==> config.mk <==
export PLATFORM = sky130hd
export DESIGN_NAME = ecs_counter
export DESIGN_NICKNAME = d
export VERILOG_FILES = /design/src/include/ecs_pkg.sv /design/src/hdl/ecs_in_sync.sv /design/src/hdl/ecs_counter.sv
export SDC_FILE = /design/constraint.sdc
export NUM_CORES = 1
export LEC_CHECK = 0
export BUFFER_PORTS_ARGS = -buffer_cell sky130_fd_sc_hd__buf_2
export CORE_MARGIN = 2
export CORE_UTILIZATION = 35
export CTS_CLUSTER_SIZE = 24
export DETAILED_ROUTE_END_ITERATION = 10
export PLACE_DENSITY_LB_ADDON = 0.08
export SETUP_SLACK_MARGIN = 0.05
export SLEW_MARGIN = 20
export SYNTH_ARGS = -nofsm -noshare
export SYNTH_HDL_FRONTEND = slang
export SYNTH_SLANG_ARGS = --single-unit
==> constraint.sdc <==
create_clock -name i_sys_clk -period 14.7 [get_ports i_sys_clk]
set_clock_uncertainty 0.1 [all_clocks]
set_input_delay 1.47 -clock i_sys_clk [delete_from_list [all_inputs] [get_ports i_sys_clk]]
set_output_delay 1.47 -clock i_sys_clk [all_outputs]
set_load 0.005 [all_outputs]
==> src/include/ecs_pkg.sv <==
/*
 * constants, field layouts and enumerations of the encoder and
 * edge-separation counter; assumes one 25 mhz system clock.
 */
// Overview of operation
// - nothing counts until software arms the unit
// - x1: up on a rise, down on a fall
// - x2: step on both a edges, phase sets direction
// - x4: step on every a and b edge
// - index high in chosen phase loads reload value
// - count step applied before index reload
// - reload each clock while index high in phase, then normal counting
// - two-pulse: a rise adds, b rise subtracts
// - buffered position captures count on sample edge
// - captures never clear count, values are streamed
// - start edge begins source counting, later starts ignored
// - gate edge stops counting and, outside sampled mode, pushes count
// - start and gate polarity each selectable
// - single mode ignores everything after one result
// - implicit mode restarts at next gate edge
// - sampled mode stores result only on sample edge
// - sample edge without completed pair flags overrun
package ecs_pkg;
    localparam int CW = 32;
    localparam int AW = 3;
    localparam int DW = 32;
    localparam logic [CW-1:0] CNT_ONE = 32'h1;
    localparam logic [CW-1:0] CNT_ZERO = 32'h0;

    // word addresses of the register port
    localparam logic [AW-1:0] REG_CTRL = 3'h0;
    localparam logic [AW-1:0] REG_RELOAD = 3'h1;
    localparam logic [AW-1:0] REG_COUNT = 3'h2;
    localparam logic [AW-1:0] REG_DATA = 3'h3;
    localparam logic [AW-1:0] REG_STATUS = 3'h4;
    localparam logic [AW-1:0] REG_MASK = 3'h5;
    localparam logic [AW-1:0] REG_STATE = 3'h6;

    // control register fields
    localparam int CTL_W = 13;
    localparam int CTL_ARM = 0;
    localparam int CTL_MODE = 1;
    localparam int CTL_DEC = 4;
    localparam int CTL_PHASE = 6;
    localparam int CTL_ZEN = 8;
    localparam int CTL_SMP_FALL = 9;
    localparam int CTL_AUX_FALL = 10;
    localparam int CTL_GATE_FALL = 11;
    localparam int CTL_SRC_FALL = 12;
    localparam logic [CTL_W-1:0] CTL_RST = 13'h0;

    // status / mask bits
    localparam int SW = 3;
    localparam int ST_DATA = 0;
    localparam int ST_OVR = 1;
    localparam int ST_OFLOW = 2;

    // synchroniser input lanes
    localparam int NIN = 7;
    localparam int IN_A = 0;
    localparam int IN_B = 1;
    localparam int IN_Z = 2;
    localparam int IN_GATE = 3;
    localparam int IN_AUX = 4;
    localparam int IN_SRC = 5;
    localparam int IN_SMP = 6;

    // result fifo
    localparam int FDEPTH = 4;
    localparam int FAW = 2;
    localparam logic [FAW:0] FIFO_FULL = 3'h4;
    localparam logic [FAW:0] FIFO_ONE = 3'h1;
    localparam logic [FAW-1:0] PTR_ONE = 2'h1;

    typedef enum logic [2:0] {
        MODE_POS_DEMAND = 3'h0,
        MODE_POS_BUF = 3'h1,
        MODE_SEP_SINGLE = 3'h2,
        MODE_SEP_IMPL = 3'h3,
        MODE_SEP_SMP = 3'h4
    } ecs_mode_t;

    typedef enum logic [1:0] {
        DEC_X1 = 2'h0,
        DEC_X2 = 2'h1,
        DEC_X4 = 2'h2,
        DEC_TWO = 2'h3
    } ecs_dec_t;

    typedef enum logic [5:0] {
        SEP_IDLE = 6'h01,
        SEP_WAIT_START = 6'h02,
        SEP_COUNT = 6'h04,
        SEP_HOLD = 6'h08,
        SEP_WAIT_GATE = 6'h10,
        SEP_DONE = 6'h20
    } ecs_sep_t;
endpackage : ecs_pkg

==> src/hdl/ecs_in_sync.sv <==
/*
 * two-flop synchroniser with edge detect per input lane;
 * assumes asynchronous pins and one system clock.
 */
`timescale 1ns/1ps
module ecs_in_sync #(
    parameter int W = 7
) (
    input wire logic i_sys_clk,
    input wire logic i_nrst,
    input wire logic [W-1:0] i_pin,
    output logic [W-1:0] o_lvl,
    output logic [W-1:0] o_rise,
    output logic [W-1:0] o_fall
);
    logic [W-1:0] meta_reg;
    logic [W-1:0] sync_reg;
    logic [W-1:0] prev_reg;

    genvar gi;
    generate
        for (gi = 0; gi < W; gi++)
        begin : g_lane
            // only sync_reg reads meta_reg
            always_ff @(posedge i_sys_clk or negedge i_nrst)
            begin
                if (!i_nrst)
                begin
                    meta_reg[gi] <= 1'b0;
                    sync_reg[gi] <= 1'b0;
                    prev_reg[gi] <= 1'b0;
                end
                else
                begin
                    meta_reg[gi] <= i_pin[gi];
                    sync_reg[gi] <= meta_reg[gi];
                    prev_reg[gi] <= sync_reg[gi];
                end
            end
            assign o_lvl[gi] = sync_reg[gi];
            assign o_rise[gi] = sync_reg[gi] & ~prev_reg[gi];
            assign o_fall[gi] = ~sync_reg[gi] & prev_reg[gi];
        end
    endgenerate
endmodule : ecs_in_sync

==> src/hdl/ecs_counter.sv <==
/*
 * encoder position and two-signal edge-separation counter with
 * result fifo, stream output and interrupt; assumes a plain
 * register port on the 25 mhz system clock and asynchronous pins.
 */
// Local design decisions: the plain strobed port and the placing of the registers.
`timescale 1ns/1ps
module ecs_counter (
    input wire logic i_sys_clk,
    input wire logic i_nrst,
    input wire logic [ecs_pkg::AW-1:0] i_addr,
    input wire logic [ecs_pkg::DW-1:0] i_wdata,
    input wire logic i_wr,
    input wire logic i_rd,
    output logic [ecs_pkg::DW-1:0] o_rdata,
    input wire logic i_enc_a,
    input wire logic i_enc_b,
    input wire logic i_enc_z,
    input wire logic i_gate,
    input wire logic i_aux,
    input wire logic i_src,
    input wire logic i_smp,
    input wire logic i_stm_ready,
    output logic o_stm_valid,
    output logic [ecs_pkg::CW-1:0] o_stm_data,
    output logic o_irq
);
    logic [ecs_pkg::NIN-1:0] lvl;
    logic [ecs_pkg::NIN-1:0] rise;
    logic [ecs_pkg::NIN-1:0] fall;

    ecs_in_sync #(
        .W(ecs_pkg::NIN)
    ) u_sync (
        .i_sys_clk(i_sys_clk),
        .i_nrst(i_nrst),
        .i_pin({i_smp, i_src, i_aux, i_gate, i_enc_z, i_enc_b, i_enc_a}),
        .o_lvl(lvl),
        .o_rise(rise),
        .o_fall(fall)
    );

    logic [ecs_pkg::CTL_W-1:0] ctrl_reg;
    logic [ecs_pkg::CW-1:0] reload_reg;
    logic [ecs_pkg::SW-1:0] mask_reg;
    logic [ecs_pkg::SW-1:0] status_reg;
    logic armed_reg;
    logic [ecs_pkg::CW-1:0] pos_cnt_reg;
    logic [ecs_pkg::CW-1:0] sep_cnt_reg;
    ecs_pkg::ecs_sep_t sep_st_reg;
    logic [ecs_pkg::CW-1:0] fifo_mem [ecs_pkg::FDEPTH];
    logic [ecs_pkg::FAW-1:0] wptr_reg;
    logic [ecs_pkg::FAW-1:0] rptr_reg;
    logic [ecs_pkg::FAW:0] fcnt_reg;
    logic stm_valid_reg;
    logic [ecs_pkg::CW-1:0] stm_data_reg;
    logic irq_reg;
    logic [ecs_pkg::DW-1:0] rdata_reg;

    logic ctrl_wr;
    logic arm_wr;
    ecs_pkg::ecs_mode_t mode;
    ecs_pkg::ecs_dec_t dec;
    logic is_pos;
    logic is_sep;
    logic is_buf;
    logic cnt_ok;
    logic step_up;
    logic step_dn;
    logic step_en;
    logic reload_hit;
    logic a_lvl;
    logic b_lvl;
    logic smp_edge;
    logic aux_edge;
    logic gate_edge;
    logic src_edge;
    logic push_en;
    logic [ecs_pkg::CW-1:0] push_data;
    logic fifo_full;
    logic fifo_empty;
    logic push_ok;
    logic pop_en;
    logic stm_load;
    logic ovr_ev;
    logic [ecs_pkg::SW-1:0] st_ev;

    assign ctrl_wr = i_wr && (i_addr == ecs_pkg::REG_CTRL);
    assign arm_wr = ctrl_wr && i_wdata[ecs_pkg::CTL_ARM];
    assign mode = ecs_pkg::ecs_mode_t'(ctrl_reg[ecs_pkg::CTL_MODE +: 3]);
    assign dec = ecs_pkg::ecs_dec_t'(ctrl_reg[ecs_pkg::CTL_DEC +: 2]);
    assign is_pos = (mode == ecs_pkg::MODE_POS_DEMAND) || (mode == ecs_pkg::MODE_POS_BUF);
    assign is_sep = (mode == ecs_pkg::MODE_SEP_SINGLE) || (mode == ecs_pkg::MODE_SEP_IMPL)
        || (mode == ecs_pkg::MODE_SEP_SMP);
    assign is_buf = (mode == ecs_pkg::MODE_POS_BUF) || (mode == ecs_pkg::MODE_SEP_IMPL)
        || (mode == ecs_pkg::MODE_SEP_SMP);
    assign cnt_ok = armed_reg && is_pos && !ctrl_wr;
    assign a_lvl = lvl[ecs_pkg::IN_A];
    assign b_lvl = lvl[ecs_pkg::IN_B];
    // polarity selects, start and gate independent
    assign smp_edge = ctrl_reg[ecs_pkg::CTL_SMP_FALL] ? fall[ecs_pkg::IN_SMP] : rise[ecs_pkg::IN_SMP];
    assign aux_edge = ctrl_reg[ecs_pkg::CTL_AUX_FALL] ? fall[ecs_pkg::IN_AUX] : rise[ecs_pkg::IN_AUX];
    assign gate_edge = ctrl_reg[ecs_pkg::CTL_GATE_FALL] ? fall[ecs_pkg::IN_GATE]
        : rise[ecs_pkg::IN_GATE];
    assign src_edge = ctrl_reg[ecs_pkg::CTL_SRC_FALL] ? fall[ecs_pkg::IN_SRC] : rise[ecs_pkg::IN_SRC];

    // control, reload and mask registers
    always_ff @(posedge i_sys_clk or negedge i_nrst)
    begin
        if (!i_nrst)
        begin
            ctrl_reg <= ecs_pkg::CTL_RST;
            reload_reg <= ecs_pkg::CNT_ZERO;
            mask_reg <= '0;
            armed_reg <= 1'b0;
        end
        else if (i_wr)
        begin
            unique case (i_addr)
                ecs_pkg::REG_CTRL:
                begin
                    ctrl_reg <= i_wdata[ecs_pkg::CTL_W-1:0];
                    armed_reg <= i_wdata[ecs_pkg::CTL_ARM];
                end
                ecs_pkg::REG_RELOAD: reload_reg <= i_wdata[ecs_pkg::CW-1:0];
                ecs_pkg::REG_MASK: mask_reg <= i_wdata[ecs_pkg::SW-1:0];
                default: ;
            endcase
        end
    end

    // quadrature and two-pulse decode
    always_comb
    begin
        unique case (dec)
            ecs_pkg::DEC_X1:
            begin
                step_up = rise[ecs_pkg::IN_A] & ~b_lvl;
                step_dn = fall[ecs_pkg::IN_A] & ~b_lvl;
            end
            ecs_pkg::DEC_X2:
            begin
                step_up = (rise[ecs_pkg::IN_A] & ~b_lvl) | (fall[ecs_pkg::IN_A] & b_lvl);
                step_dn = (rise[ecs_pkg::IN_A] & b_lvl) | (fall[ecs_pkg::IN_A] & ~b_lvl);
            end
            ecs_pkg::DEC_X4:
            begin
                step_up = (rise[ecs_pkg::IN_A] & ~b_lvl) | (fall[ecs_pkg::IN_A] & b_lvl)
                    | (rise[ecs_pkg::IN_B] & a_lvl) | (fall[ecs_pkg::IN_B] & ~a_lvl);
                step_dn = (rise[ecs_pkg::IN_A] & b_lvl) | (fall[ecs_pkg::IN_A] & ~b_lvl)
                    | (rise[ecs_pkg::IN_B] & ~a_lvl) | (fall[ecs_pkg::IN_B] & a_lvl);
            end
            ecs_pkg::DEC_TWO:
            begin
                step_up = rise[ecs_pkg::IN_A];
                step_dn = rise[ecs_pkg::IN_B];
            end
        endcase
    end

    // simultaneous up and down on two-pulse cancel out
    assign step_en = step_up ^ step_dn;
    assign reload_hit = ctrl_reg[ecs_pkg::CTL_ZEN] && lvl[ecs_pkg::IN_Z] && (dec != ecs_pkg::DEC_TWO)
        && ({a_lvl, b_lvl} == ctrl_reg[ecs_pkg::CTL_PHASE +: 2]);

    // position counter; arming clears it, captures never do
    always_ff @(posedge i_sys_clk or negedge i_nrst)
    begin
        if (!i_nrst)
            pos_cnt_reg <= ecs_pkg::CNT_ZERO;
        else if (arm_wr)
            pos_cnt_reg <= ecs_pkg::CNT_ZERO;
        else if (cnt_ok)
        begin
            // the step wins; the phase still holds next cycle, so the reload follows one clock later
            if (step_en)
                pos_cnt_reg <= step_up ? pos_cnt_reg + ecs_pkg::CNT_ONE
                    : pos_cnt_reg - ecs_pkg::CNT_ONE;
            else if (reload_hit)
                pos_cnt_reg <= reload_reg;
        end
    end

    // edge-separation sequencer
    always_ff @(posedge i_sys_clk or negedge i_nrst)
    begin
        if (!i_nrst)
        begin
            sep_st_reg <= ecs_pkg::SEP_IDLE;
            sep_cnt_reg <= ecs_pkg::CNT_ZERO;
        end
        else if (ctrl_wr)
        begin
            sep_st_reg <= (i_wdata[ecs_pkg::CTL_ARM]
                && (i_wdata[ecs_pkg::CTL_MODE +: 3] >= ecs_pkg::MODE_SEP_SINGLE)
                && (i_wdata[ecs_pkg::CTL_MODE +: 3] <= ecs_pkg::MODE_SEP_SMP))
                ? ecs_pkg::SEP_WAIT_START : ecs_pkg::SEP_IDLE;
            sep_cnt_reg <= ecs_pkg::CNT_ZERO;
        end
        else
        begin
            unique case (sep_st_reg)
                ecs_pkg::SEP_IDLE: ;
                ecs_pkg::SEP_WAIT_START:
                    if (aux_edge)
                    begin
                        sep_st_reg <= ecs_pkg::SEP_COUNT;
                        sep_cnt_reg <= ecs_pkg::CNT_ZERO;
                    end
                ecs_pkg::SEP_COUNT:
                    // further start edges are not looked at here
                    if (gate_edge)
                    begin
                        unique case (mode)
                            ecs_pkg::MODE_SEP_SINGLE: sep_st_reg <= ecs_pkg::SEP_DONE;
                            ecs_pkg::MODE_SEP_IMPL: sep_st_reg <= ecs_pkg::SEP_WAIT_GATE;
                            default: sep_st_reg <= ecs_pkg::SEP_HOLD;
                        endcase
                    end
                    else if (src_edge)
                        sep_cnt_reg <= sep_cnt_reg + ecs_pkg::CNT_ONE;
                ecs_pkg::SEP_HOLD:
                    if (smp_edge)
                        sep_st_reg <= ecs_pkg::SEP_WAIT_GATE;
                ecs_pkg::SEP_WAIT_GATE:
                    if (gate_edge)
                    begin
                        sep_st_reg <= ecs_pkg::SEP_COUNT;
                        sep_cnt_reg <= ecs_pkg::CNT_ZERO;
                    end
                ecs_pkg::SEP_DONE: ;
                default: sep_st_reg <= ecs_pkg::SEP_IDLE;
            endcase
        end
    end

    // fifo push sources are exclusive by mode
    always_comb
    begin
        push_en = 1'b0;
        push_data = sep_cnt_reg;
        if (armed_reg && (mode == ecs_pkg::MODE_POS_BUF) && smp_edge)
        begin
            push_en = 1'b1;
            push_data = pos_cnt_reg;
        end
        else if ((sep_st_reg == ecs_pkg::SEP_COUNT) && gate_edge && (mode != ecs_pkg::MODE_SEP_SMP))
            push_en = 1'b1;
        else if (is_sep && (sep_st_reg == ecs_pkg::SEP_HOLD) && smp_edge)
            push_en = 1'b1;
    end

    assign ovr_ev = armed_reg && (mode == ecs_pkg::MODE_SEP_SMP) && smp_edge
        && (sep_st_reg != ecs_pkg::SEP_HOLD);
    assign fifo_full = (fcnt_reg == ecs_pkg::FIFO_FULL);
    assign fifo_empty = (fcnt_reg == '0);
    // a full fifo drops the new value rather than stall the counters
    assign push_ok = push_en && !fifo_full;
    assign stm_load = is_buf && !fifo_empty && (!stm_valid_reg || i_stm_ready);
    assign pop_en = is_buf ? stm_load : (i_rd && (i_addr == ecs_pkg::REG_DATA) && !fifo_empty);

    // result fifo
    always_ff @(posedge i_sys_clk or negedge i_nrst)
    begin
        if (!i_nrst)
        begin
            wptr_reg <= '0;
            rptr_reg <= '0;
            fcnt_reg <= '0;
        end
        else
        begin
            if (push_ok)
                wptr_reg <= wptr_reg + ecs_pkg::PTR_ONE;
            if (pop_en)
                rptr_reg <= rptr_reg + ecs_pkg::PTR_ONE;
            if (push_ok && !pop_en)
                fcnt_reg <= fcnt_reg + ecs_pkg::FIFO_ONE;
            else if (pop_en && !push_ok)
                fcnt_reg <= fcnt_reg - ecs_pkg::FIFO_ONE;
        end
    end

    always_ff @(posedge i_sys_clk)
    begin
        if (push_ok)
            fifo_mem[wptr_reg] <= push_data;
    end

    // stream stage toward host memory
    always_ff @(posedge i_sys_clk or negedge i_nrst)
    begin
        if (!i_nrst)
        begin
            stm_valid_reg <= 1'b0;
            stm_data_reg <= ecs_pkg::CNT_ZERO;
        end
        else if (stm_load)
        begin
            stm_valid_reg <= 1'b1;
            stm_data_reg <= fifo_mem[rptr_reg];
        end
        else if (i_stm_ready)
            stm_valid_reg <= 1'b0;
    end

    // sticky status, cleared by reading it; a new event wins
    assign st_ev = {push_en && fifo_full, ovr_ev, push_ok};
    always_ff @(posedge i_sys_clk or negedge i_nrst)
    begin
        if (!i_nrst)
        begin
            status_reg <= '0;
            irq_reg <= 1'b0;
        end
        else
        begin
            status_reg <= ((i_rd && (i_addr == ecs_pkg::REG_STATUS)) ? '0 : status_reg) | st_ev;
            irq_reg <= |(status_reg & mask_reg);
        end
    end

    // read data one cycle after the strobe, zero when unmapped
    always_ff @(posedge i_sys_clk or negedge i_nrst)
    begin
        if (!i_nrst)
            rdata_reg <= '0;
        else if (i_rd)
        begin
            case (i_addr)
                ecs_pkg::REG_CTRL: rdata_reg <= ecs_pkg::DW'(ctrl_reg);
                ecs_pkg::REG_RELOAD: rdata_reg <= reload_reg;
                ecs_pkg::REG_COUNT: rdata_reg <= pos_cnt_reg;
                ecs_pkg::REG_DATA: rdata_reg <= fifo_empty ? '0 : fifo_mem[rptr_reg];
                ecs_pkg::REG_STATUS: rdata_reg <= ecs_pkg::DW'(status_reg);
                ecs_pkg::REG_MASK: rdata_reg <= ecs_pkg::DW'(mask_reg);
                ecs_pkg::REG_STATE: rdata_reg <= ecs_pkg::DW'({sep_st_reg, fcnt_reg, armed_reg});
                default: rdata_reg <= '0;
            endcase
        end
    end

    assign o_rdata = rdata_reg;
    assign o_stm_valid = stm_valid_reg;
    assign o_stm_data = stm_data_reg;
    assign o_irq = irq_reg;

    a_hold_unarmed: assert property (@(posedge i_sys_clk) disable iff (!i_nrst)
        (!armed_reg && !ctrl_wr) |=> (pos_cnt_reg == $past(pos_cnt_reg)))
        else $error("count moved while unarmed");
    a_x1_step_up: assert property (@(posedge i_sys_clk) disable iff (!i_nrst)
        (cnt_ok && dec == ecs_pkg::DEC_X1 && rise[ecs_pkg::IN_A] && !b_lvl)
        |=> (pos_cnt_reg == $past(pos_cnt_reg) + ecs_pkg::CNT_ONE))
        else $error("x1 increment missing");
    a_x2_fall_down: assert property (@(posedge i_sys_clk) disable iff (!i_nrst)
        (cnt_ok && dec == ecs_pkg::DEC_X2 && fall[ecs_pkg::IN_A] && !b_lvl)
        |=> (pos_cnt_reg == $past(pos_cnt_reg) - ecs_pkg::CNT_ONE))
        else $error("x2 decrement missing");
    a_x4_b_edge: assert property (@(posedge i_sys_clk) disable iff (!i_nrst)
        (cnt_ok && dec == ecs_pkg::DEC_X4 && rise[ecs_pkg::IN_B] && a_lvl)
        |=> (pos_cnt_reg == $past(pos_cnt_reg) + ecs_pkg::CNT_ONE))
        else $error("x4 b edge not counted");
    a_index_reload: assert property (@(posedge i_sys_clk) disable iff (!i_nrst)
        (cnt_ok && reload_hit && !step_en) |=> (pos_cnt_reg == $past(reload_reg)))
        else $error("index reload missing");
    a_step_before_reload: assert property (@(posedge i_sys_clk) disable iff (!i_nrst)
        (cnt_ok && reload_hit && step_en && step_up)
        |=> (pos_cnt_reg == $past(pos_cnt_reg) + ecs_pkg::CNT_ONE))
        else $error("reload overtook step");
    a_two_pulse_dn: assert property (@(posedge i_sys_clk) disable iff (!i_nrst)
        (cnt_ok && dec == ecs_pkg::DEC_TWO && rise[ecs_pkg::IN_B] && !rise[ecs_pkg::IN_A])
        |=> (pos_cnt_reg == $past(pos_cnt_reg) - ecs_pkg::CNT_ONE))
        else $error("two-pulse decrement missing");
    a_capture_count: assert property (@(posedge i_sys_clk) disable iff (!i_nrst)
        (armed_reg && mode == ecs_pkg::MODE_POS_BUF && smp_edge)
        |-> (push_en && push_data == pos_cnt_reg))
        else $error("sample capture wrong");
    a_sep_stop_push: assert property (@(posedge i_sys_clk) disable iff (!i_nrst)
        (!ctrl_wr && sep_st_reg == ecs_pkg::SEP_COUNT && gate_edge && mode == ecs_pkg::MODE_SEP_IMPL)
        |-> push_en ##1 (sep_st_reg == ecs_pkg::SEP_WAIT_GATE))
        else $error("gate edge did not store");
    a_single_done: assert property (@(posedge i_sys_clk) disable iff (!i_nrst)
        (sep_st_reg == ecs_pkg::SEP_DONE && !ctrl_wr) |=> (sep_st_reg == ecs_pkg::SEP_DONE)
        && $stable(sep_cnt_reg))
        else $error("single result disturbed");
    a_overrun_flag: assert property (@(posedge i_sys_clk) disable iff (!i_nrst)
        ovr_ev |=> status_reg[ecs_pkg::ST_OVR])
        else $error("overrun not flagged");
endmodule : ecs_counter

; Yosys cells after proc, flatten, opt, wreduce, memory -nomap -nowiden
; Memory sizes are Yosys's and may differ from the RTL's.
; Cells that the tools add are included.
[op_classes]
add_sub_neg = 7
n_bitwise = 41
order_cmp = 2
eq_ne = 31
reduce_logical = 56
n_mux = 39
[ops]
columns = cell, n
row1 = $mux W32, 12
row2 = $pmux W32 S7, 1
row3 = $pmux W32 S3, 1
row4 = $add A32 B1 Y32 const B, 2
row5 = $sub A32 B1 Y32 const B, 1
row6 = $mux W6, 5
row7 = $pmux W6 S5, 1
row8 = $logic_and A1 B1 Y1, 27
row9 = $ne A3 B3 Y1 const B, 7
row10 = $and A1 B1 Y1, 20
row11 = $eq A3 B3 Y1 const B, 5
row12 = $eq A3 B2 Y1 const B, 4
row13 = $mux W1, 12
row14 = $not A1 Y1, 12
row15 = $pmux W6 S2, 1
row16 = $reduce_and A5 Y1, 2
row17 = $logic_not A3 Y1, 3
row18 = $mux W3, 3
row19 = $pmux W1 S4, 2
row20 = $reduce_and A2 Y1, 4
row21 = $eq A3 B1 Y1 const B, 2
row22 = $eq A6 B1 Y1 const B, 1
row23 = $eq A6 B2 Y1 const B, 1
row24 = $eq A6 B3 Y1 const B, 1
row25 = 27 further kinds, 46
[totals]
ramBits = 128
output_inout_bits = 66
input_bits = 47
word_cells = 212
ff_bits = 215
mem_count = 1
[mem_list]
columns = memory, depth, width, read_ports, rd_ports_with_merged_regs, wr, line
row1 = fifo_mem, 4, 32, 1, 0, 1, ecs_counter.sv:51  ; logic [ecs_pkg::CW-1:0] fifo_mem [ecs_pkg::FDEPTH];

; Logic depth before layout (Yosys ltp)
[logic_depth]
depth_word = 13
mapped_depth = 18
ltp_nobuf = 16

; By module
; A second synthesis with hierarchy kept.
[unflattened]
hier_cells = 1346
hier_area_um2 = 16437.0
[by_module_without_submodules]
columns = mod, seq_area_each_um2, instances, cells_per_inst, area_each_um2
row1 = ecs_counter, 8699.6, 1, 1311, 15788.9
row2 = ecs_in_sync, 525.5, 1, 35, 648.1

; Worst setup path after synthesis
; No wires, ideal clock.
[synth_timing]
kind = reg-to-reg
startpoint = register ctrl_reg[5] (netlist bit)
endpoint = register pos_cnt_reg[30] (netlist bit)
path_stages_with_launch = 17
path_slack_ns = 9.095
n_path_buf = 1
arrival_time_ns = 5.375
setup_ns = 0.130
path_cell_list = dfrtp_1 clkbuf_1 nor2b_1 a21oi_1 o21ai_0 o21ai_0 ha_1 a21o_1 a21o_1 a21o_1 a2111oi_4 nor3_2 nor4_4 nor4_1 a2111oi_2 xor2_1 o21ai_1
[synth_between]
elab_chain_cells = 6
[synth_rtl]
columns = item, line
row1 = "start, declared", ecs_counter.sv:43  ; logic [ecs_pkg::CTL_W-1:0] ctrl_reg;
row2 = "start signal, assigned", ecs_counter.sv:112  ; ctrl_reg <= ecs_pkg::CTL_RST;
row3 = "start signal, assigned", ecs_counter.sv:122  ; ctrl_reg <= i_wdata[ecs_pkg::CTL_W-1:0];
row4 = "$eq A2 B2 Y1, or another cell as far along", ecs_counter.sv:135  ; unique case (dec)
row5 = $pmux W1 S4, ecs_counter.sv:135
row6 = $mux W32 or $xor A1 B1 Y1 (tied branches), "ecs_counter.sv:177, ecs_counter.sv:162"
row7 = $mux W32, ecs_counter.sv:176  ; if (step_en)
row8 = $mux W32, ecs_counter.sv:173  ; else if (cnt_ok)
row9 = $mux W32, ecs_counter.sv:171  ; else if (arm_wr)
row10 = "end signal, assigned", ecs_counter.sv:170  ; pos_cnt_reg <= ecs_pkg::CNT_ZERO;
row11 = "end signal, assigned", ecs_counter.sv:172  ; pos_cnt_reg <= ecs_pkg::CNT_ZERO;
row12 = "end signal, assigned", ecs_counter.sv:177  ; pos_cnt_reg <= step_up ? pos_cnt_reg + ecs_pkg::CNT_ONE
row13 = "end, declared", ecs_counter.sv:48  ; logic [ecs_pkg::CW-1:0] pos_cnt_reg;
; Several ways; a longest one is shown, not always the timed one. The select of a mux whose other input is x is not followed.
; A chain may end at the register's enable or synchronous reset.

; Final worst setup path
[layout_timing]
startpoint = register u_sync.prev_reg[6]
endpoint = register fcnt_reg[2] (netlist bit)
[layout_between]
elab_chain_cells = 11
[layout_rtl]
columns = item, line
row1 = "start, declared", ecs_in_sync.sv:18  ; logic [W-1:0] prev_reg;
row2 = "start signal, assigned by index", ecs_in_sync.sv:37  ; prev_reg[gi] <= sync_reg[gi];
row3 = $not A1 Y1, ecs_in_sync.sv:41  ; assign o_rise[gi] = sync_reg[gi] & ~prev_reg[gi];
row4 = $and A1 B1 Y1, ecs_in_sync.sv:41
row5 = $mux W1 *, ecs_counter.sv:101  ; assign smp_edge = ctrl_reg[ecs_pkg::CTL_SMP_FALL] ? fall[ecs_pkg::IN_SMP] : rise[ecs_pkg::IN_SMP];
row6 = $logic_and A1 B1 Y1, ecs_counter.sv:249  ; else if (is_sep && (sep_st_reg == ecs_pkg::SEP_HOLD) && smp_edge)
row7 = $mux W1, ecs_counter.sv:249
row8 = $mux W1, ecs_counter.sv:247  ; else if ((sep_st_reg == ecs_pkg::SEP_COUNT) && gate_edge && (mode != ecs_pkg::MODE_SEP_SMP))
row9 = $mux W1 *, ecs_counter.sv:242  ; if (armed_reg && (mode == ecs_pkg::MODE_POS_BUF) && smp_edge)
row10 = $logic_and A1 B1 Y1 *, ecs_counter.sv:258  ; assign push_ok = push_en && !fifo_full;
row11 = net push_ok, ecs_counter.sv:82  ; logic push_ok;
row12 = $logic_not A1 Y1, ecs_counter.sv:279  ; else if (pop_en && !push_ok)
row13 = $logic_and A1 B1 Y1, ecs_counter.sv:279
row14 = $reduce_bool A2 Y1 (no source line), -
row15 = "end signal, assigned", ecs_counter.sv:278  ; fcnt_reg <= fcnt_reg + ecs_pkg::FIFO_ONE;
row16 = "end signal, assigned", ecs_counter.sv:280  ; fcnt_reg <= fcnt_reg - ecs_pkg::FIFO_ONE;
row17 = "end, declared", ecs_counter.sv:54  ; logic [ecs_pkg::FAW:0] fcnt_reg;
; Mark *: on every way through the listed nets, which the timed path passes. The rest lies on a longest branch.

==> results.md <==
- Result of the run: completed
- TritonRoute pass-1 iters: 6
- Leakage power: 7.94 nW
- Worst setup timing slack at the placement stage: 10.01 ns
- Transition time of the tightest slew-check pin: 1.05 ns
- Total GRT Usage: ~19%
- Vias after detailed routing: 11000
- Vias per cell: 5.29
- H-tree depth: 2
- Cells resized by post-CTS repair: 0
- Share of the clock period used by the worst path: 29.0%
- Root buf cell: sky130_fd_sc_hd__clkbuf_16
- Insertion delay of the later-clocked pin in the worst-skew pair: about 0.56 ns
- Highest clock rate: about 230 MHz
- Largest register by flop count: fifo_mem
- Post CTS Setup Buffer Count: 0
- Final #Nets: 1528
- Ratio of total power to cell area: 182 nW/µm²
- Number of buffers on the longest clock path: 3
- Main flop type after synthesis: sky130_fd_sc_hd__dfrtp_1
- Post-Syn Area per Cell: 12.2 µm²
- Critical R2R Launch: u_sync.prev_reg[6]$_DFF_PN0_
- Remaining global-route overflow: 0
- Sequential fraction of the synthesis area: 56.1%
- Effective utilization at floorplan: 35.4%
- Buffers added on ports: approximately 110
- Number of placed I/O pins: between 100 and 150
- Ys Warns: 0
- Type of element launching the critical path: flop
- Number of failing hold endpoints at the final stage: 0
- Total clock sinks: 342
- Startpoint of the worst setup timing path: u_sync.prev_reg[6]$_DFF_PN0_
- Core ar.: roughly 46000 µm²
- Worst Setup Slack, final: 10.44 ns
- Area growth, synth to finish: 16.0%
- Mapped Cells: 1339
- Number of pins exceeding their max-slew limit in the final report: 0
- Hold_buf cts: 0
- Worst endpoint required time: 15.09 ns
- Synth Net Count: 1424
- Post-route DRC violation count: 0
- Number of antenna repair diodes: 0
- Max IR drop VDD: 0.0853 mV
- Initial DRC count: 837
- Largest net degree at the start of global routing: 87
- Launch instance of the worst min-delay path: u_sync.meta_reg[3]$_DFF_PN0_
- Setup violators final: 0
- Worst-case headroom to the max-slew limit: 30.1%
- EDFF count, synth: 128
- Total CTS buffers: 42
- Half-perimeter wire length after placement: between 30000 and 40000 µm
- TNS Setup: 0 ns
- Die Footprint: 48600 µm²
- Global-route wire length before repair: 69800 µm
- Total routed wirelength: ~46000 µm
- Signal arrival time at the worst endpoint: about 4.7 ns
- Die outline width: 220 µm
- Total standard cell area after synthesis: 16400 µm²
- Startpoint-to-endpoint class of the critical path: flop to flop
- Share of final-layout standard cells stronger than drive strength 1: 24.5%
- Path category of the worst min-delay check: flop to flop
- Initial antenna violation count: 0
- RD Place Congestion: between 0.8 and 0.9
- Average wire per standard cell: about 22 µm
- Vias in the first global route: 10900
- Critical path capture point type: flop
- Final min period: approximately 4.3 ns
- Max-cap viol count: 0
- Flip-flop count of the largest register after layout: between 100 and 150
- Number of flip-flops and latches in the synthesized netlist: 342
- Site row count: between 70 and 80
- Fraction of registers with async set/reset: 62.6%
- Post-DRT Antenna Nets: 0
- Worst-path clk slew: 0.06 ns
- Setup repair after global routing missed its margin: no
- Worst R2R Setup Slack: between 10 and 15 ns
- Clock tree from TritonCTS: yes
- Synth unique cells: 73
- Largest fanout on the critical path: 33
- Die span in y: about 220 µm
-- worst max-delay path, cell delays in order, from the launching register on --
cell and delay (ns):
sky130_fd_sc_hd__dfrtp_1 0.37, sky130_fd_sc_hd__nand2b_1 0.13, sky130_fd_sc_hd__o21ai_0 0.58, sky130_fd_sc_hd__nand3_2 0.96
sky130_fd_sc_hd__nand2_1 0.32, sky130_fd_sc_hd__a21boi_1 0.61, sky130_fd_sc_hd__ha_1 0.29, sky130_fd_sc_hd__inv_1 0.06
sky130_fd_sc_hd__fa_1 0.37, sky130_fd_sc_hd__xor2_1 0.15, sky130_fd_sc_hd__nor2_1 0.11, sky130_fd_sc_hd__xor2_1 0.14
-- path summary, 6_finish.rpt --
kind / to / cells after the start
min: u_sync.o_lvl[3]$_DFF_PN0_ / 0
min in group asynchronous: o_stm_valid$_DFFE_PN0P_ / 1
min reg2reg: u_sync.o_lvl[3]$_DFF_PN0_ / 0
max: fcnt_reg[2]$_DFFE_PN0P_ / 11
max in group asynchronous: o_stm_data[17]$_DFFE_PN0P_ / 2
max reg2reg: fcnt_reg[2]$_DFFE_PN0P_ / 11
-- layer usage --
layer / share of wire (%) / vias up / global-route usage, %
met5: 0 / - / 0
met4: 1.9 / 0 / 4.70
met3: 4.6 / 55 / 3.51
met2: 45 / 219 / 29.2
met1: 49 / 5544 / 28.8
li1: - / 5205 / -
-- report_power, final --
group | switching, mW | total [mW] | leakage, nW | internal, mW
clock | 0.406 | 1.03 | 0.668 | 0.624
combinational | 0.564 | 1.08 | 3.29 | 0.518
sequential | 0.207 | 1.35 | 3.98 | 1.15
total | 1.18 | 3.47 | 7.94 | 2.29
-- kinds of logic (layout without fill, tap and decap cells) --
family,Yosys count,after routing,share of synthesized area [%]
flip-flops,342,342,56.1
AND/OR/NAND/NOR,317,317,10.0
AO/OA/AOI/OAI,300,300,11.6
multiplexers,166,166,13.4
buffers and inverters,118,254,2.79
XOR/XNOR,58,58,3.10
adder cells (fa/ha/maj),38,38,2.99
-- stage by stage --
| stage | instances | util [%] | area, µm² | hold slack [ns] | total power [mW] |
|---|---|---|---|---|---|
| after floorplan | 1339 | - | 16400 | 0.231 | 2.08 |
| after global placement | 2006 | 38.1 | 17600 | 0.234 | 2.46 |
| after detailed placement | 2006 | 38.1 | 17600 | 0.235 | 2.47 |
| after CTS | 2082 | 41.0 | 19000 | 0.246 | 3.52 |
| after global routing | 2082 | 41.0 | 19000 | 0.252 | 3.70 |
| final | 2082 | 41.0 | 19000 | 0.244 | 3.47 |
-- cell type report --
class | instances | area, µm²
inverter | 45 | 169
fill | 4414 | 27300
clock buffer | 64 | 1260
timing repair buffer | 133 | 728
tap | 607 | 759
sequential | 342 | 9200
clock inverter | 12 | 116
multi-input combinational | 879 | 6790
-- layout by cell type, fill, tap and decap left out, types with 8 or more instances in the layout --
cell type                   instances
sky130_fd_sc_hd__a21o_1            23
sky130_fd_sc_hd__and2_1            10
sky130_fd_sc_hd__buf_2            111
sky130_fd_sc_hd__nand3b_1           9
sky130_fd_sc_hd__a22oi_1            8
sky130_fd_sc_hd__mux2i_1           29
sky130_fd_sc_hd__mux4_2            33
sky130_fd_sc_hd__ha_1              36
sky130_fd_sc_hd__o22ai_1           34
sky130_fd_sc_hd__and3_1            12
sky130_fd_sc_hd__nand3_1           26
sky130_fd_sc_hd__a211oi_1          10
sky130_fd_sc_hd__nor2b_1           13
sky130_fd_sc_hd__a31oi_1            9
sky130_fd_sc_hd__mux2_2           104
sky130_fd_sc_hd__edfxtp_1         128
sky130_fd_sc_hd__buf_4             21
sky130_fd_sc_hd__xnor2_1           20
sky130_fd_sc_hd__nand2b_1          14
sky130_fd_sc_hd__nor2_1            74
sky130_fd_sc_hd__xor2_1            38
sky130_fd_sc_hd__inv_1             45
sky130_fd_sc_hd__a222oi_1          21
sky130_fd_sc_hd__nand2_1           97
sky130_fd_sc_hd__clkbuf_1          13
sky130_fd_sc_hd__nand4_1            9
sky130_fd_sc_hd__clkbuf_16         45
sky130_fd_sc_hd__dfrtp_1          212
sky130_fd_sc_hd__o21ai_0           67
sky130_fd_sc_hd__a21oi_1           92
-- synthesized netlist by cell type (all sizes together) (5+ instances only) --
cell,instances,share of area (%)
nor3b,7,0.32
o21ai,72,2.2
xnor2,20,1.1
inv,45,1.0
mux4,33,4.5
xor2,38,2.0
nand3,28,0.93
nand4,9,0.34
a22oi,8,0.37
buf,22,0.60
nand2b,14,0.53
nand3b,9,0.41
or3,6,0.23
a21oi,93,2.8
nor4,6,0.36
o22ai,34,1.3
nor2b,14,0.53
a211oi,11,0.50
mux2i,29,1.8
o211ai,5,0.23
and3,16,0.70
mux2,104,7.1
ha,36,2.7
clkbuf,51,1.2
a21o,23,1.1
dfrtp,213,33
edfxtp,128,23
nor3,8,0.31
a222oi,21,1.3
and4,5,0.29
a31oi,9,0.34
nor2,78,1.9
nand2,97,2.2
and2,10,0.38
Note: power is estimated with default switching activity, not from simulation.
